File: src/rtl/eawc_pkg.sv
package eawc_pkg;

  // ****************************************************************
  // Register map.
  // ****************************************************************
  localparam logic [7:0]  OFS_WAIT_CTRL  = 8'h00;
  localparam logic [7:0]  OFS_IF_CFG     = 8'h04;
  localparam logic [7:0]  OFS_STATUS     = 8'h08;
  localparam int          AREA3_LSB      = 13;
  localparam int          AREA2_LSB      = 9;
  localparam int          AREA1_LSB      = 6;
  localparam int          AREA0_LSB      = 3;
  localparam int          BURST_LSB      = 0;
  localparam logic [31:0] WAIT_CTRL_RST  = 32'h0000_EFFF;
  localparam logic [31:0] WAIT_CTRL_MASK = 32'h0000_EFFF;
  localparam int          A2_TYPE_LSB    = 0;
  localparam int          A3_TYPE_LSB    = 2;
  localparam int          MPX_BIT        = 4;
  localparam int          BROM_BIT       = 5;
  localparam int          RASD_BIT       = 6;
  localparam logic [31:0] IF_CFG_RST     = 32'h0000_0000;
  localparam logic [31:0] IF_CFG_MASK    = 32'h0000_007F;
  localparam int          ST_BUSY_BIT    = 0;
  localparam int          ST_ILLEGAL_BIT = 1;
  localparam int          ST_CNT_LSB     = 4;

  // ****************************************************************
  // Types.
  // ****************************************************************
  typedef enum logic [1:0] {
    EAWC_IF_SRAM,
    EAWC_IF_DRAM,
    EAWC_IF_SDRAM,
    EAWC_IF_RSVD
  } eawc_iface_e;

  // One access request from the bus core.
  typedef struct packed {
    logic [1:0] area;
    logic       write;
    logic [2:0] beats;
  } eawc_req_s;

  // Timing decoded for one access.
  typedef struct packed {
    logic [3:0] first_wait;
    logic [3:0] later_wait;
    logic       rdy_first;
    logic       rdy_later;
    logic       cas_mode;
    logic       lat_illegal;
  } eawc_timing_s;

  // Eight-step wait table for the area fields in static and DRAM timing; the burst pitch is used raw.
  function automatic logic [3:0] wait_steps(input logic [2:0] code);
    case (code)
      3'h4:    wait_steps = 4'h6;
      3'h5:    wait_steps = 4'h9;
      3'h6:    wait_steps = 4'hC;
      3'h7:    wait_steps = 4'hF;
      default: wait_steps = {1'b0, code};
    endcase
  endfunction

endpackage

File: src/rtl/eawc_decode.sv
module eawc_decode (
  input  wire logic [2:0]           code,
  input  wire logic [2:0]           pitch,
  input  wire logic [1:0]           iface,
  input  wire logic                 multiplexed_bus_interface,
  input  wire logic                 brom_area0,
  input  wire logic                 is_write,
  input  wire logic                 ras_down,
  output eawc_pkg::eawc_timing_s    timing
);

  // Decode one area's code into waits, strobe mode and ready use.
  always_comb begin
    timing = '0;
    if (multiplexed_bus_interface) begin
      // First-beat reads never drop below one wait, writes may run with none.
      timing.first_wait = (is_write || code[1:0] != 2'h0) ?
                          {2'h0, code[1:0]} : 4'h1;
      timing.later_wait = {3'h0, code[2]};
      timing.rdy_first  = 1'b1;
      timing.rdy_later  = 1'b1;
    end else begin
      case (eawc_pkg::eawc_iface_e'(iface))
        eawc_pkg::EAWC_IF_DRAM: begin
          // Counter holds width minus one, so the strobe spans the table.
          timing.first_wait = eawc_pkg::wait_steps(code);
          timing.cas_mode   = 1'b1;
        end
        eawc_pkg::EAWC_IF_SDRAM: begin
          timing.first_wait  = {1'b0, code};
          timing.lat_illegal = code == 3'h0 || code > 3'h5 ||
                               (ras_down && (code == 3'h1 ||
                               code == 3'h4 || code == 3'h5));
        end
        default: begin
          timing.first_wait = eawc_pkg::wait_steps(code);
          timing.rdy_first  = code != 3'h0;
          timing.later_wait = brom_area0 ? {1'b0, pitch} : 4'h0;
          timing.rdy_later  = brom_area0 && pitch != 3'h0;
        end
      endcase
    end
  end

endmodule

File: src/rtl/eawc_ctrl.sv
module eawc_ctrl #(
  parameter int ADDR_W = 8
) (
  input  wire logic                 core_clk,
  input  wire logic                 sys_rst,
  input  wire logic [ADDR_W-1:0]    reg_addr,
  input  wire logic [31:0]          reg_wdata,
  input  wire logic                 reg_wr,
  input  wire logic                 reg_rd,
  output logic      [31:0]          reg_rdata,
  input  wire logic                 acc_req,
  input  eawc_pkg::eawc_req_s       acc_info,
  input  wire logic                 ext_ready_n,
  output logic                      acc_busy,
  output logic                      beat_strobe,
  output logic                      acc_done,
  output logic                      cas_active,
  output logic                      rdy_sampled,
  output logic      [2:0]           cas_latency
);

  // ****************************************************************
  // Elaboration check.
  // ****************************************************************
  if (ADDR_W < 4 || ADDR_W > 8) begin : g_bad_addr
    $error("ADDR_W must lie between 4 and 8");
  end

  typedef enum logic {ST_IDLE, ST_WAIT} eawc_state_e;

  logic [31:0]            wait_ctrl_ff;
  logic [31:0]            if_cfg_ff;
  logic                   illegal_ff;
  logic [31:0]            rdata_ff;
  eawc_state_e            state_ff;
  logic [3:0]             cnt_ff;
  logic [2:0]             beats_left_ff;
  logic                   first_ff;
  eawc_pkg::eawc_timing_s cur_ff;
  logic                   beat_ff;
  logic                   done_ff;
  logic                   rdy_meta_ff;
  logic                   rdy_sync_ff;
  logic [2:0]             lat_ff;
  logic [2:0]             sel_code;
  logic [1:0]             sel_iface;
  logic                   take;
  logic                   rdy_en;
  logic                   go;
  logic                   st_wr;
  logic [7:0]             addr8;
  eawc_pkg::eawc_timing_s dec;

  // ****************************************************************
  // Register port.
  // ****************************************************************
  assign addr8 = 8'(reg_addr);
  assign st_wr = reg_wr && addr8 == eawc_pkg::OFS_STATUS;

  // Wait control word; reserved bit 12 is masked to read zero.
  always_ff @(posedge core_clk or posedge sys_rst) begin
    if (sys_rst) begin
      wait_ctrl_ff <= eawc_pkg::WAIT_CTRL_RST;
    end else if (reg_wr && addr8 == eawc_pkg::OFS_WAIT_CTRL) begin
      wait_ctrl_ff <= reg_wdata & eawc_pkg::WAIT_CTRL_MASK;
    end
  end

  // Interface type for areas 2 and 3 and the global mode bits.
  always_ff @(posedge core_clk or posedge sys_rst) begin
    if (sys_rst) begin
      if_cfg_ff <= eawc_pkg::IF_CFG_RST;
    end else if (reg_wr && addr8 == eawc_pkg::OFS_IF_CFG) begin
      if_cfg_ff <= reg_wdata & eawc_pkg::IF_CFG_MASK;
    end
  end

  // Bad latency flag: a new event beats a write-one clear.
  always_ff @(posedge core_clk or posedge sys_rst) begin
    if (sys_rst) begin
      illegal_ff <= 1'b0;
    end else if (take && dec.lat_illegal) begin
      illegal_ff <= 1'b1;
    end else if (st_wr && reg_wdata[eawc_pkg::ST_ILLEGAL_BIT]) begin
      illegal_ff <= 1'b0;
    end
  end

  // Read data stand one cycle after the strobe; unmapped reads give 0.
  always_ff @(posedge core_clk or posedge sys_rst) begin
    if (sys_rst) begin
      rdata_ff <= 32'h0000_0000;
    end else if (reg_rd) begin
      case (addr8)
        eawc_pkg::OFS_WAIT_CTRL: rdata_ff <= wait_ctrl_ff;
        eawc_pkg::OFS_IF_CFG:    rdata_ff <= if_cfg_ff;
        eawc_pkg::OFS_STATUS: begin
          rdata_ff <= {24'h0000_00, cnt_ff, 2'h0, illegal_ff,
                       state_ff == ST_WAIT};
        end
        default:                 rdata_ff <= 32'h0000_0000;
      endcase
    end else begin
      rdata_ff <= 32'h0000_0000;
    end
  end
  assign reg_rdata = rdata_ff;

  // ****************************************************************
  // Ready-wait pin synchroniser.
  // ****************************************************************
  always_ff @(posedge core_clk or posedge sys_rst) begin
    if (sys_rst) begin
      rdy_meta_ff <= 1'b1;
      rdy_sync_ff <= 1'b1;
    end else begin
      rdy_meta_ff <= ext_ready_n;
      rdy_sync_ff <= rdy_meta_ff;
    end
  end

  // ****************************************************************
  // Field selection and decode at the start of an access.
  // ****************************************************************
  // Areas 0 and 1 have no dynamic-memory option.
  always_comb begin
    case (acc_info.area)
      2'h3: begin
        sel_code  = wait_ctrl_ff[eawc_pkg::AREA3_LSB +: 3];
        sel_iface = if_cfg_ff[eawc_pkg::A3_TYPE_LSB +: 2];
      end
      2'h2: begin
        sel_code  = wait_ctrl_ff[eawc_pkg::AREA2_LSB +: 3];
        sel_iface = if_cfg_ff[eawc_pkg::A2_TYPE_LSB +: 2];
      end
      2'h1: begin
        sel_code  = wait_ctrl_ff[eawc_pkg::AREA1_LSB +: 3];
        sel_iface = 2'h0;
      end
      default: begin
        sel_code  = wait_ctrl_ff[eawc_pkg::AREA0_LSB +: 3];
        sel_iface = 2'h0;
      end
    endcase
  end

  eawc_decode u_decode (
    .code       (sel_code),
    .pitch      (wait_ctrl_ff[eawc_pkg::BURST_LSB +: 3]),
    .iface      (sel_iface),
    .multiplexed_bus_interface        (if_cfg_ff[eawc_pkg::MPX_BIT]),
    .brom_area0 (if_cfg_ff[eawc_pkg::BROM_BIT] && acc_info.area == 2'h0),
    .is_write   (acc_info.write),
    .ras_down   (if_cfg_ff[eawc_pkg::RASD_BIT]),
    .timing     (dec)
  );

  // ****************************************************************
  // Access sequencer.
  // ****************************************************************
  // Ready-wait is watched only once the inserted waits have run out.
  assign take   = acc_req && state_ff == ST_IDLE;
  assign rdy_en = first_ff ? cur_ff.rdy_first : cur_ff.rdy_later;
  assign go     = state_ff == ST_WAIT && cnt_ff == 4'h0 &&
                  (!rdy_en || !rdy_sync_ff);

  // Latch the decoded timing so a register write mid-access is harmless.
  always_ff @(posedge core_clk or posedge sys_rst) begin
    if (sys_rst) begin
      cur_ff <= '0;
      lat_ff <= 3'h0;
    end else if (take) begin
      cur_ff <= dec;
      // Only a synchronous dynamic memory access records its latency;
      // the reserved type runs static timing and must leave it alone.
      if (!if_cfg_ff[eawc_pkg::MPX_BIT] &&
          sel_iface == 2'(eawc_pkg::EAWC_IF_SDRAM)) begin
        lat_ff <= sel_code;
      end
    end
  end

  // State, wait counter and beat bookkeeping.
  always_ff @(posedge core_clk or posedge sys_rst) begin
    if (sys_rst) begin
      state_ff      <= ST_IDLE;
      cnt_ff        <= 4'h0;
      beats_left_ff <= 3'h0;
      first_ff      <= 1'b0;
    end else begin
      case (state_ff)
        ST_IDLE: begin
          if (take) begin
            state_ff      <= ST_WAIT;
            cnt_ff        <= dec.first_wait;
            beats_left_ff <= (acc_info.beats == 3'h0) ? 3'h1 :
                             acc_info.beats;
            first_ff      <= 1'b1;
          end
        end
        ST_WAIT: begin
          if (cnt_ff != 4'h0) begin
            cnt_ff <= cnt_ff - 4'h1;
          end else if (go) begin
            if (beats_left_ff > 3'h1 && !cur_ff.cas_mode) begin
              cnt_ff        <= cur_ff.later_wait;
              beats_left_ff <= beats_left_ff - 3'h1;
              first_ff      <= 1'b0;
            end else begin
              state_ff <= ST_IDLE;
            end
          end
        end
        default: state_ff <= ST_IDLE;
      endcase
    end
  end

  // Beat and completion pulses, one cycle after the decision.
  always_ff @(posedge core_clk or posedge sys_rst) begin
    if (sys_rst) begin
      beat_ff <= 1'b0;
      done_ff <= 1'b0;
    end else begin
      beat_ff <= go;
      done_ff <= go && (beats_left_ff <= 3'h1 || cur_ff.cas_mode);
    end
  end

  assign acc_busy    = state_ff == ST_WAIT;
  assign beat_strobe = beat_ff;
  assign acc_done    = done_ff;
  assign cas_active  = state_ff == ST_WAIT && cur_ff.cas_mode;
  assign rdy_sampled = state_ff == ST_WAIT && cnt_ff == 4'h0 && rdy_en;
  assign cas_latency = lat_ff;

  logic std_if;
  assign std_if = !if_cfg_ff[eawc_pkg::MPX_BIT] && sel_iface == 2'h0;
endmodule

File: config.mk
export PLATFORM = sky130hd
export DESIGN_NAME = eawc_ctrl
export DESIGN_NICKNAME = d
export VERILOG_FILES = /design/src/rtl/eawc_pkg.sv /design/src/rtl/eawc_decode.sv /design/src/rtl/eawc_ctrl.sv
export SDC_FILE = /design/constraint.sdc
export NUM_CORES = 1
export LEC_CHECK = 0
export ABC_CLOCK_PERIOD_IN_PS = 5900
export BUFFER_PORTS_ARGS = -buffer_cell sky130_fd_sc_hd__buf_2
export CORE_MARGIN = 2
export CORE_UTILIZATION = 40
export CTS_BUF_LIST = sky130_fd_sc_hd__clkbuf_4
export DETAILED_ROUTE_END_ITERATION = 8
export PLACE_DENSITY = 0.73
export SLEW_MARGIN = 20
export SYNTH_ARGS = -nofsm -noshare
export SYNTH_HDL_FRONTEND = slang
export SYNTH_HIERARCHICAL = 1
export SYNTH_SLANG_ARGS = --single-unit
File: constraint.sdc
create_clock -name core_clk -period 5.9 [get_ports core_clk]
set_input_delay 1.18 -clock core_clk [delete_from_list [all_inputs] [get_ports core_clk]]
set_output_delay 1.18 -clock core_clk [all_outputs]
set_load 0.05 [all_outputs]
==> summary.txt, run 1 <==
Run status
  • Status: completed

Floorplan
  • Die width: 92.1 um
  • Die Y: about 92 um
  • Full die area: 8490 sq um
  • Rows: 32
  • Starting Density: 0.408
  • CORE AREA: 7610 sq um
  • I/O pin count: 92

Critical path
  • Critical Path RT: 4720 ps
  • Worst-path fanout max: 20
  • CP Class: reg -> out
  • Critical-path cell list: nand4bb_1 > nor2b_1 > buf_2
  • Crit path DAT: 1940 ps
  • Slowest CP cell: dfrtp_1
  • Max stage delay on crit path: 740 ps
  • Critical path endpoint category: output pin
  • Worst setup SP type: flop

Place
  • Gpl congestion: 0.814
  • PortBufs: 57
  • Area of placed instances: 3390 sq um
  • Pre-CTS WS: 2860 ps
  • Final HPWL from detailed placement: 4370 um

Final layout
  • Storage element area: 1550 sq um
  • # diodes: 0
  • Final-stage net count: 390
  • Layout cells sized above 1: 0.371
  • Synth-to-Final Area Change: 14.1%
  • Filler instances: 740
  • Design area: ~3500 sq um
  • Multi-input gate area: between 1000 and 1500 sq um

Detailed routing
  • DR top layer: met4
  • Final wirelength: 6080 um
  • Routed via count: roughly 2100
  • Met2 wire len: 2950 um
  • Initial drt markers: 130
  • Initial DRT Pass Iterations: 4
  • DRT antenna net count: 0
  • Vias/cell: 4.90
  • Drt wl/cell: 13.8 um
  • # DRC: 0
  • Met3 wire length: between 200 and 300 um
  • Metal-1 WL: between 2000 and 3000 um

Timing
  • Final hold vios: 0
  • Final worst-path cycle share: 0.529
  • Slew @ Worst Pin: 840 ps
  • Max Slew Vio Count: 0
  • RSZ-0062 raised after global routing: no
  • Fin worst setup slack: ~2800 ps
  • Slew margin rel.: 0.439
  • Max Clk Rate: around 320 MHz
  • Final Skew: 19.9 ps
  • Tmin final: 3120 ps
  • Final setup vio count: 0
  • Final TNS setup: 0 ps

Synth
  • Mean Syn Cell Area: 11.3 sq um
  • Synth async-reset ratio: 1.00
  • Yosys warning count: 6
  • Largest cells by area after synthesis: dfrtp_1 (35%), dfstp_2 (14%), mux2_2 (9.8%), mux2i_1 (5.2%), buf_4 (4.6%)
  • Dominant synthesized flop cell: dfrtp_1
  • Distinct cell type count after synthesis: 47
  • Syn Inst Count: 276
  • Post-synthesis sequential area ratio: 0.498
  • Synthesized area: between 3000 and 4000 sq um
  • #FFs+latches synth: 61
  • Dominant cell type by area after synthesis: dfrtp_1
  • Most frequent cell after synthesis: dfrtp_1
  • Post-synth top area share: 0.354
  • Top post-synthesis cells by count: dfrtp_1 (44), mux2_2 (27), nand2_1 (26), buf_4 (19), nor2_1 (18)
  • Number of flops mapped to enable cells by yosys: 0

Global route
  • Vias in the first global route: 2135
  • Initial antenna violation count: 0
  • Grt ovf: 0
  • Total GRT Usage: 0.157
  • Largest net degree at the start of global routing: 62
  • Global-route wire length before repair: 10300 um

Power
  • Worst vdd ir: 0.125 mV
  • Leakage power: ~1.8 nW
  • Power density cells: 293 nW/um^2

Hold path
  • Worst Hold Class: reg -> reg

Job
  • Max-Cap Viols: 0

Clocking
  • CTS Sinks: 61
  • Cts repair resizes: 0
  • Clock Latency Late Sink: roughly 410 ps
  • CTS Buf Count: 9
  • CTS tree: built
  • Postcts setup bufs: 0
  • CTS clk-pin slew, worst paths: 100 ps
  • H-tree depth: 3
  • Bufs on Longest Clock Path: 2
  • Clk root buf: clkbuf_4
  • Hold_buf cts: 0
[kinds of logic (layout without fill, tap and decap cells)]
group / after synthesis / count (layout) / synth area share
AOI/OAI and AO/OA: 35 / 35 / 0.0761
xor gates and xnor gates: 1 / 1 / 0.00282
adders and majority gates: 5 / 5 / 0.0201
buffers and inverters: 40 / 85 / 0.0765
DFF: 61 / 61 / 0.498
muxes: 46 / 46 / 0.171
other: 2 / 18 / 0.00242
and+or+nand+nor: 86 / 86 / 0.153
[critical path, delay by kind of cell, from the launching register on]
family,cells,cell delay [ps]
flip-flops,1,740
AND/OR/NAND/NOR,2,510
buffers and inverters,1,280
[flip-flops by register name (all words and copies together), names as in the netlist, 3 cells and up]
register	flops
cas_latency	3
beats_left_ff	3
reg_rdata	15
if_cfg_ff	7
wait_ctrl_ff	15
cnt_ff	4
cur_ff	7
[placed cells by master, fill, tap and decap left out, types with 8 or more instances in the layout]
| cell type | netlist | routed |
|---|---|---|
| dfrtp_1 | 44 | 44 |
| nand2_1 | 26 | 26 |
| a21oi_1 | 11 | 11 |
| dfstp_2 | 17 | 17 |
| mux2_2 | 27 | 27 |
| nor2b_1 | 8 | 8 |
| buf_2 | 4 | 57 |
| nor2_1 | 18 | 18 |
| conb_1 | 2 | 18 |
| clkbuf_4 | 0 | 10 |
| inv_1 | 12 | 11 |
| mux2i_1 | 16 | 16 |
| and2_1 | 8 | 8 |
[metrics by stage]
stage | hold WS [ps] | total power, mW | utilization | cells
after floorplan | 345 | 0.678 | - | 292
after global placement | 346 | 0.716 | 0.446 | 424
after detailed placement | 347 | 0.724 | 0.446 | 424
after CTS | 331 | 1.05 | 0.466 | 439
after global routing | 328 | 1.10 | 0.466 | 439
final | 333 | 1.04 | 0.466 | 439
[layout make-up]
class                      instances  share of cell area
clock inverter                     5              0.0215
sequential                        61               0.436
tap                              102              0.0360
timing repair buffer              58              0.0826
inverter                          12              0.0127
multi-input combinational        191               0.390
clock buffer                      10              0.0212
[path summary, 6_finish.rpt]
path / startpoint / to / slack (ps) / depth (start not counted)
max in group asynchronous: sys_rst / cur_ff[1] / 4430 / 3
setup / recovery: acc_busy / rdy_sampled / 2780 / 3
hold / removal: rdy_meta_ff / rdy_sync_ff / 330 / 0
setup reg to reg: acc_busy / cas_latency[0] / 3770 / 4
hold reg to reg: rdy_meta_ff / rdy_sync_ff / 330 / 0
min in group asynchronous: sys_rst / reg_rdata[7] / 970 / 3
[report_power, final]
part	internal (mW)	switching [mW]	leakage, nW
registers	0.460	0.0363	0.762
logic	0.0926	0.127	0.943
clock network	0.172	0.151	0.0815
total	0.725	0.315	1.79
[metal layers]
| metal | track usage | up-vias |
|---|---|---|
| li1 | - | 1038 |
| met1 | 0.203 | 1047 |
| met2 | 0.244 | 51 |
| met3 | 0.0362 | 13 |
| met4 | 0.0883 | 0 |
| met5 | 0 | - |
Power figures use the tool's default switching activity.
==> inputs of run 2 (changes only) <==
- ABC_AREA: unset -> 1
- ABC_CLOCK_PERIOD_IN_PS: 5900 -> 2600
- PLACE_DENSITY: 0.73 -> 0.75
- clock period: 5.9 -> 2.6 ns (I/O delays scaled with it)
==> run 2 against run 1 <==
  * Synthesized cell count rose by 58%
  * Non-clock buffer count rose by 2
  * Critical path depth rose by 2
  * Combinational power rose to 4.2 times the previous value
  * Area after synthesis rose by 8.7%
  * Critical path type unchanged
==> summary.txt, run 2 <==
Run status
  • Status: completed

Floorplan
  • Rows: 33
  • I/O pin count: 92
  • Starting Density: 0.411
  • Full die area: 9190 sq um
  • CORE AREA: 8220 sq um
  • Die Y: 95.9 um
  • Die width: 95.9 um

Global route
  • Global-route wire length before repair: 12100 um
  • Total GRT Usage: 0.170
  • Grt ovf: 0
  • Largest net degree at the start of global routing: 33
  • Initial antenna violation count: 0
  • Vias in the first global route: ~2700

Synth
  • Mean Syn Cell Area: 7.73 sq um
  • Largest cells by area after synthesis: dfrtp_1 (33%), nand2_1 (15%), dfstp_2 (13%), nand3_1 (6.7%), inv_1 (6.3%)
  • Synth async-reset ratio: 1.00
  • #FFs+latches synth: 61
  • Distinct cell type count after synthesis: 32
  • Synthesized area: ~3400 sq um
  • Post-synth top area share: 0.326
  • Most frequent cell after synthesis: nand2_1
  • Yosys warning count: 6
  • Dominant cell type by area after synthesis: dfrtp_1
  • Top post-synthesis cells by count: nand2_1 (131), inv_1 (57), nand3_1 (45), dfrtp_1 (44), nor2_1 (37)
  • Dominant synthesized flop cell: dfrtp_1
  • Number of flops mapped to enable cells by yosys: 0
  • Syn Inst Count: approximately 440
  • Post-synthesis sequential area ratio: 0.458

Clocking
  • Clock Latency Late Sink: 400 ps
  • H-tree depth: 3
  • Clk root buf: clkbuf_4
  • CTS Sinks: between 60 and 70
  • Postcts setup bufs: 0
  • CTS Buf Count: 9
  • Hold_buf cts: 0
  • CTS clk-pin slew, worst paths: 100 ps
  • Cts repair resizes: 0
  • Bufs on Longest Clock Path: 2
  • CTS tree: built

Job
  • Max-Cap Viols: 0

Timing
  • Final hold vios: 0
  • Final TNS setup: 0 ps
  • RSZ-0062 raised after global routing: no
  • Final setup vio count: 0
  • Max Slew Vio Count: 0
  • Max Clk Rate: 441 MHz
  • Final Skew: 16.0 ps
  • Slew @ Worst Pin: around 650 ps
  • Slew margin rel.: 0.568
  • Tmin final: approximately 2300 ps
  • Final worst-path cycle share: 0.873

Critical path
  • Max stage delay on crit path: 400 ps
  • Critical Path RT: 2080 ps
  • Worst path depth: 5
  • Crit path DAT: 1750 ps
  • CP startpoint: cnt_ff[0]
  • Worst reg-to-reg path cell count: 9
  • Worst r2r src: wait_ctrl_ff[13]
  • CP top delay family: buffers and inverters
  • Slowest CP cell: dfrtp_1
  • WP buf/inv: 2
  • Worst-path fanout max: 5
  • Critical path endpoint: rdy_sampled
  • Critical path endpoint category: output pin
  • Worst r2r dst: cnt_ff[1]
  • Reg-to-reg slack, setup: 700 ps
  • Critical-path cell list: inv_1 > ha_1 > nand3_1 > a21oi_1 > buf_2
  • Worst setup SP type: flop
  • CP Class: reg -> out

Detailed routing
  • DRT antenna net count: 0
  • Drt wl/cell: about 12 um
  • Final wirelength: approximately 7000 um
  • Initial DRT Pass Iterations: 4
  • Initial drt markers: 153
  • Vias/cell: 4.71
  • Routed via count: approximately 2900
  • # DRC: 0

Final layout
  • Layout cells sized above 1: 0.251
  • Commonest cells after routing, fill and taps aside: nand2_1 (131), buf_2 (57), inv_1 (56), nand3_1 (45), dfrtp_1 (44)
  • Final-stage net count: 553
  • Synth-to-Final Area Change: 12.7%
  • Filler instances: 797
  • Final Non-Filler Cells: approximately 600
  • Design area: roughly 3800 sq um
  • Most common cell after layout, fill and taps aside: nand2_1
  • # diodes: 0

Power
  • Power density cells: 734 nW/um^2
  • Leakage power: 2.12 nW
  • Worst vdd ir: 0.287 mV

Place
  • Placed insts: 590
  • Gpl congestion: 0.881
  • PortBufs: 57
  • Area of placed instances: 3670 sq um
  • Final HPWL from detailed placement: 5370 um

Hold path
  • Worst Hold Class: in -> async
-- run 2: cell types whose count changed after synthesis, sizes merged, moves of 7 or more --
cell   change
mux2      -27
nor2b      -8
inv       +51
nand2    +108
nor2      +28
o21ai     +18
nand3     +45
and2       -7
mux2i     -16
-- run 2: cells by family after synthesis --
family	after synthesis	share of synthesized area
other cells	2	0.00222
flops	61	0.458
buf+inv	91	0.134
compound gates	44	0.0856
fa+ha+maj	5	0.0185
simple gates	234	0.301
-- run 2: through the flow --
stage / hold slack, ps / power, mW / utilization / worst slack (ps)
6_report: 194 / 2.80 / 0.463 / 331
5_1_grt: 157 / 3.02 / 0.463 / 195
4_1_cts: 168 / 2.82 / 0.463 / 308
3_5_place_dp: 347 / 2.16 / 0.447 / 463
3_3_place_gp: 346 / 2.13 / 0.447 / 526
2_1_floorplan: 345 / 1.96 / - / 452
-- run 2: worst min path at each step --
stage	startpoint	to
finish	sys_rst	cur_ff[2]
global route	ext_ready_n	rdy_meta_ff
CTS	ext_ready_n	rdy_meta_ff
global placement	rdy_meta_ff	rdy_sync_ff
detailed placement	rdy_meta_ff	rdy_sync_ff
floorplan	rdy_meta_ff	rdy_sync_ff
-- run 2: area by class of cell --
type	count	area, sq um	share of cell area
Sequential cell	61	1550	0.407
Multi-Input combinational cell	301	1440	0.377
Timing Repair Buffer	60	320	0.0841
Inverter	63	236	0.0621
Tap cell	105	131	0.0345
Clock buffer	13	97.6	0.0256
Clock inverter	3	38.8	0.0102
-- run 2: report_power, final --
part	leakage, nW	total [mW]	internal [mW]	switching, mW
combinational	1.27	0.925	0.298	0.627
sequential	0.767	1.22	1.09	0.121
clock	0.0794	0.654	0.333	0.321
total	2.12	2.80	1.73	1.07
-- run 2: layer usage --
metal | part of all wire | GRT usage
met4 | 0.029 | 0.0845
met3 | 0.042 | 0.0392
met5 | 0 | 0
met2 | 0.48 | 0.272
met1 | 0.45 | 0.217
-- run 2: worst register-to-register path: cells and delay by family (launching register included) --
| kind | cells | cell delay [ps] |
|---|---|---|
| DFF | 1 | 520 |
| and+or+nand+nor | 7 | 660 |
| AOI/OAI and AO/OA | 1 | 550 |
| buffers and inverters | 1 | 60 |
==> inputs of run 3 (changes only) <==
- PLACE_DENSITY: 0.75 -> 0.76
- RECOVER_POWER: unset -> 25
- SYNTH_HIERARCHICAL: 1 -> unset
==> run 3 against run 2 <==
  * Clock power fell by 6.9%
  * Count of clock-buffer cells in the layout fell by 4
  * Non-clock buffer count fell by 2
  * Area after synthesis fell by 11%
  * Combinational power fell by 19%
  * Routed wire length fell by 7.2%
  * Critical path depth rose by 2
  * Synthesized cell count fell by 17%
  * First-iteration DRC count rose by 24%
  * Utilization rose by 0.88 points
  * Sequential cell count fell by 1
  * Setup slack got worse by 90 ps
  * Critical endpoint unchanged
  * Largest cell class unchanged
  * Largest power group unchanged
==> summary.txt, run 3 <==
Timing
  • Final TNS setup: 0 ps
  • Max Clk Rate: 424 MHz
  • Slew margin rel.: 0.302
  • Max Slew Vio Count: 0
  • Slew @ Worst Pin: roughly 1000 ps
  • Final Skew: 9.33 ps
  • Tmin final: 2360 ps
  • Final worst-path cycle share: 0.907
  • RSZ-0062 raised after global routing: no
  • Final setup vio count: 0
  • Final hold vios: 0

Detailed routing
  • Initial drt markers: 189
  • Routed via count: 2562
  • # DRC: 0
  • Drt wl/cell: 12.3 um
  • DRT antenna net count: 0
  • Final wirelength: ~6500 um
  • Initial DRT Pass Iterations: 5
  • Vias/cell: 4.84

Clocking
  • Clock Latency Late Sink: 390 ps
  • CTS Sinks: 60
  • CTS clk-pin slew, worst paths: around 100 ps
  • CTS tree: built
  • Hold_buf cts: 0
  • Bufs on Longest Clock Path: 2
  • Postcts setup bufs: 0
  • CTS Buf Count: 9
  • H-tree depth: 3
  • Cts repair resizes: 0
  • Clk root buf: clkbuf_4

Global route
  • Grt ovf: 0
  • Initial antenna violation count: 0
  • Global-route wire length before repair: 11300 um
  • Total GRT Usage: 0.172
  • Vias in the first global route: between 2000 and 3000
  • Largest net degree at the start of global routing: 32

Critical path
  • Critical path endpoint category: output pin
  • Worst-path fanout max: 3
  • Crit path DAT: 1840 ps
  • Max stage delay on crit path: 400 ps
  • Worst setup SP type: flop
  • Critical Path RT: around 2100 ps
  • CP most frequent cell: inv_1
  • WP buf/inv: 3
  • Critical-path cell list: inv_1 > ha_1 > nand3_1 > inv_1 > nand2_1 > nor2_1 > buf_2
  • CP Class: reg -> out
  • Slowest CP cell: dfrtp_1
  • CP top delay family: buffers and inverters

Synth
  • Synthesized area: between 3000 and 4000 sq um
  • Syn Inst Count: 364
  • Most frequent cell after synthesis: nand2_1
  • Post-synth top area share: 0.357
  • Number of flops mapped to enable cells by yosys: 0
  • Post-synthesis sequential area ratio: 0.505
  • Largest cells by area after synthesis: dfrtp_1 (36%), dfstp_2 (15%), nand2_1 (8.5%), inv_1 (7.2%), nor2_1 (5.0%)
  • #FFs+latches synth: 60
  • Distinct cell type count after synthesis: 32
  • Dominant cell type by area after synthesis: dfrtp_1
  • Mean Syn Cell Area: slightly above 8 sq um
  • Synth async-reset ratio: 1.00
  • Yosys warning count: 0
  • Dominant synthesized flop cell: dfrtp_1
  • Top post-synthesis cells by count: nand2_1 (68), inv_1 (58), dfrtp_1 (43), nor2_1 (40), o21ai_0 (30)

Floorplan
  • Starting Density: 0.414
  • Rows: 31
  • Die width: 90.8 um
  • I/O pin count: between 90 and 100
  • CORE AREA: between 7000 and 8000 sq um
  • Die Y: 90.8 um
  • Full die area: 8250 sq um

Final layout
  • Most common cell after layout, fill and taps aside: nand2_1
  • Final Core Density: 0.472
  • Filler instances: 751
  • Synth-to-Final Area Change: 14.1%
  • Commonest cells after routing, fill and taps aside: nand2_1 (68), inv_1 (58), buf_2 (57), dfrtp_1 (43), nor2_1 (40)
  • Layout cells sized above 1: 0.228
  • Final-stage net count: 482
  • # diodes: 0

Hold path
  • Worst Hold Class: in -> reg

Run status
  • Status: completed

Place
  • PortBufs: 57
  • Final HPWL from detailed placement: 4960 um
  • Gpl congestion: ~0.86

Power
  • Worst vdd ir: approximately 0.26 mV
  • Power density cells: 725 nW/um^2
  • Leakage power: 1.85 nW

Job
  • Max-Cap Viols: 0
[run 3: cell types whose count changed in the layout (fill, tap and decap cells not counted), moves of 3 or more]
cell	change
nor2_2	-5
o21ai_0	+24
nand2_1	-63
inv_2	-6
clkbuf_4	-4
nor2_1	+3
clkinv_2	+4
nor2_4	-4
o21ai_1	+4
nand3_1	-19
o22ai_1	+4
o21ai_2	-12
a21oi_1	+3
o2111ai_1	-4
[run 3: cell families after synthesis]
family,share of synthesized area
multiplexers,0.00498
XOR/XNOR,0.00290
AND/OR/NAND/NOR,0.211
AO/OA/AOI/OAI,0.122
buffers and inverters,0.132
flip-flops,0.505
adder cells (fa/ha/maj),0.0207
other,0.00124
[run 3: power breakdown]
part / total (mW) / internal, mW / switching, mW
clock: 0.609 / 0.280 / 0.329
sequential: 1.14 / 1.07 / 0.0719
combinational: 0.745 / 0.233 / 0.511
total: 2.50 / 1.59 / 0.912
[run 3: layout make-up]
class | instances | area (sq um) | share of cell area
multi-input cells | 236 | 1150 | 0.335
repair buffers | 58 | 290 | 0.0843
clock inverters | 7 | 57.6 | 0.0167
flip-flops and latches | 60 | 1520 | 0.442
clock buffers | 9 | 67.6 | 0.0196
well taps | 99 | 124 | 0.0360
inverters | 60 | 226 | 0.0658
[run 3: metal layers]
layer	track usage	vias up	wire, um
met2	0.268	97	3130
met3	0.0401	18	340
met5	0	-	0
met4	0.0960	0	204
met1	0.221	1196	2850
li1	-	1251	-
[run 3: stage by stage]
step                      worst slack, ps  power, mW  cells  area, sq um  hold WS [ps]
after floorplan                       525       1.74    380         3080           345
after global placement                623       1.87    513         3330           347
after detailed placement              601       1.90    513         3330           347
after CTS                             226       2.52    529         3460           188
after global routing                  108       2.68    529         3440           179
final                                 241       2.50    529         3440           218
[run 3: final timing paths]
| path | slack (ps) | from | cells past startpoint | endpoint |
|---|---|---|---|---|
| setup / recovery | 240 | cnt_ff[0] | 7 | rdy_sampled |
| hold / removal | 220 | ext_ready_n | 1 | rdy_meta_ff |
| setup reg to reg | 870 | acc_busy | 6 | cnt_ff[3] |
| hold reg to reg | 360 | rdy_meta_ff | 0 | rdy_sync_ff |
| max in group asynchronous | 930 | sys_rst | 3 | reg_rdata[5] |
| min in group asynchronous | 370 | sys_rst | 2 | reg_rdata[9] |
[run 3: worst register-to-register path, delay by kind of cell (launching register included)]
kind                   cells  cell delay (ps)
AOI/OAI and AO/OA          2              300
DFF                        1              480
buffers and inverters      1              330
and+or+nand+nor            3              500
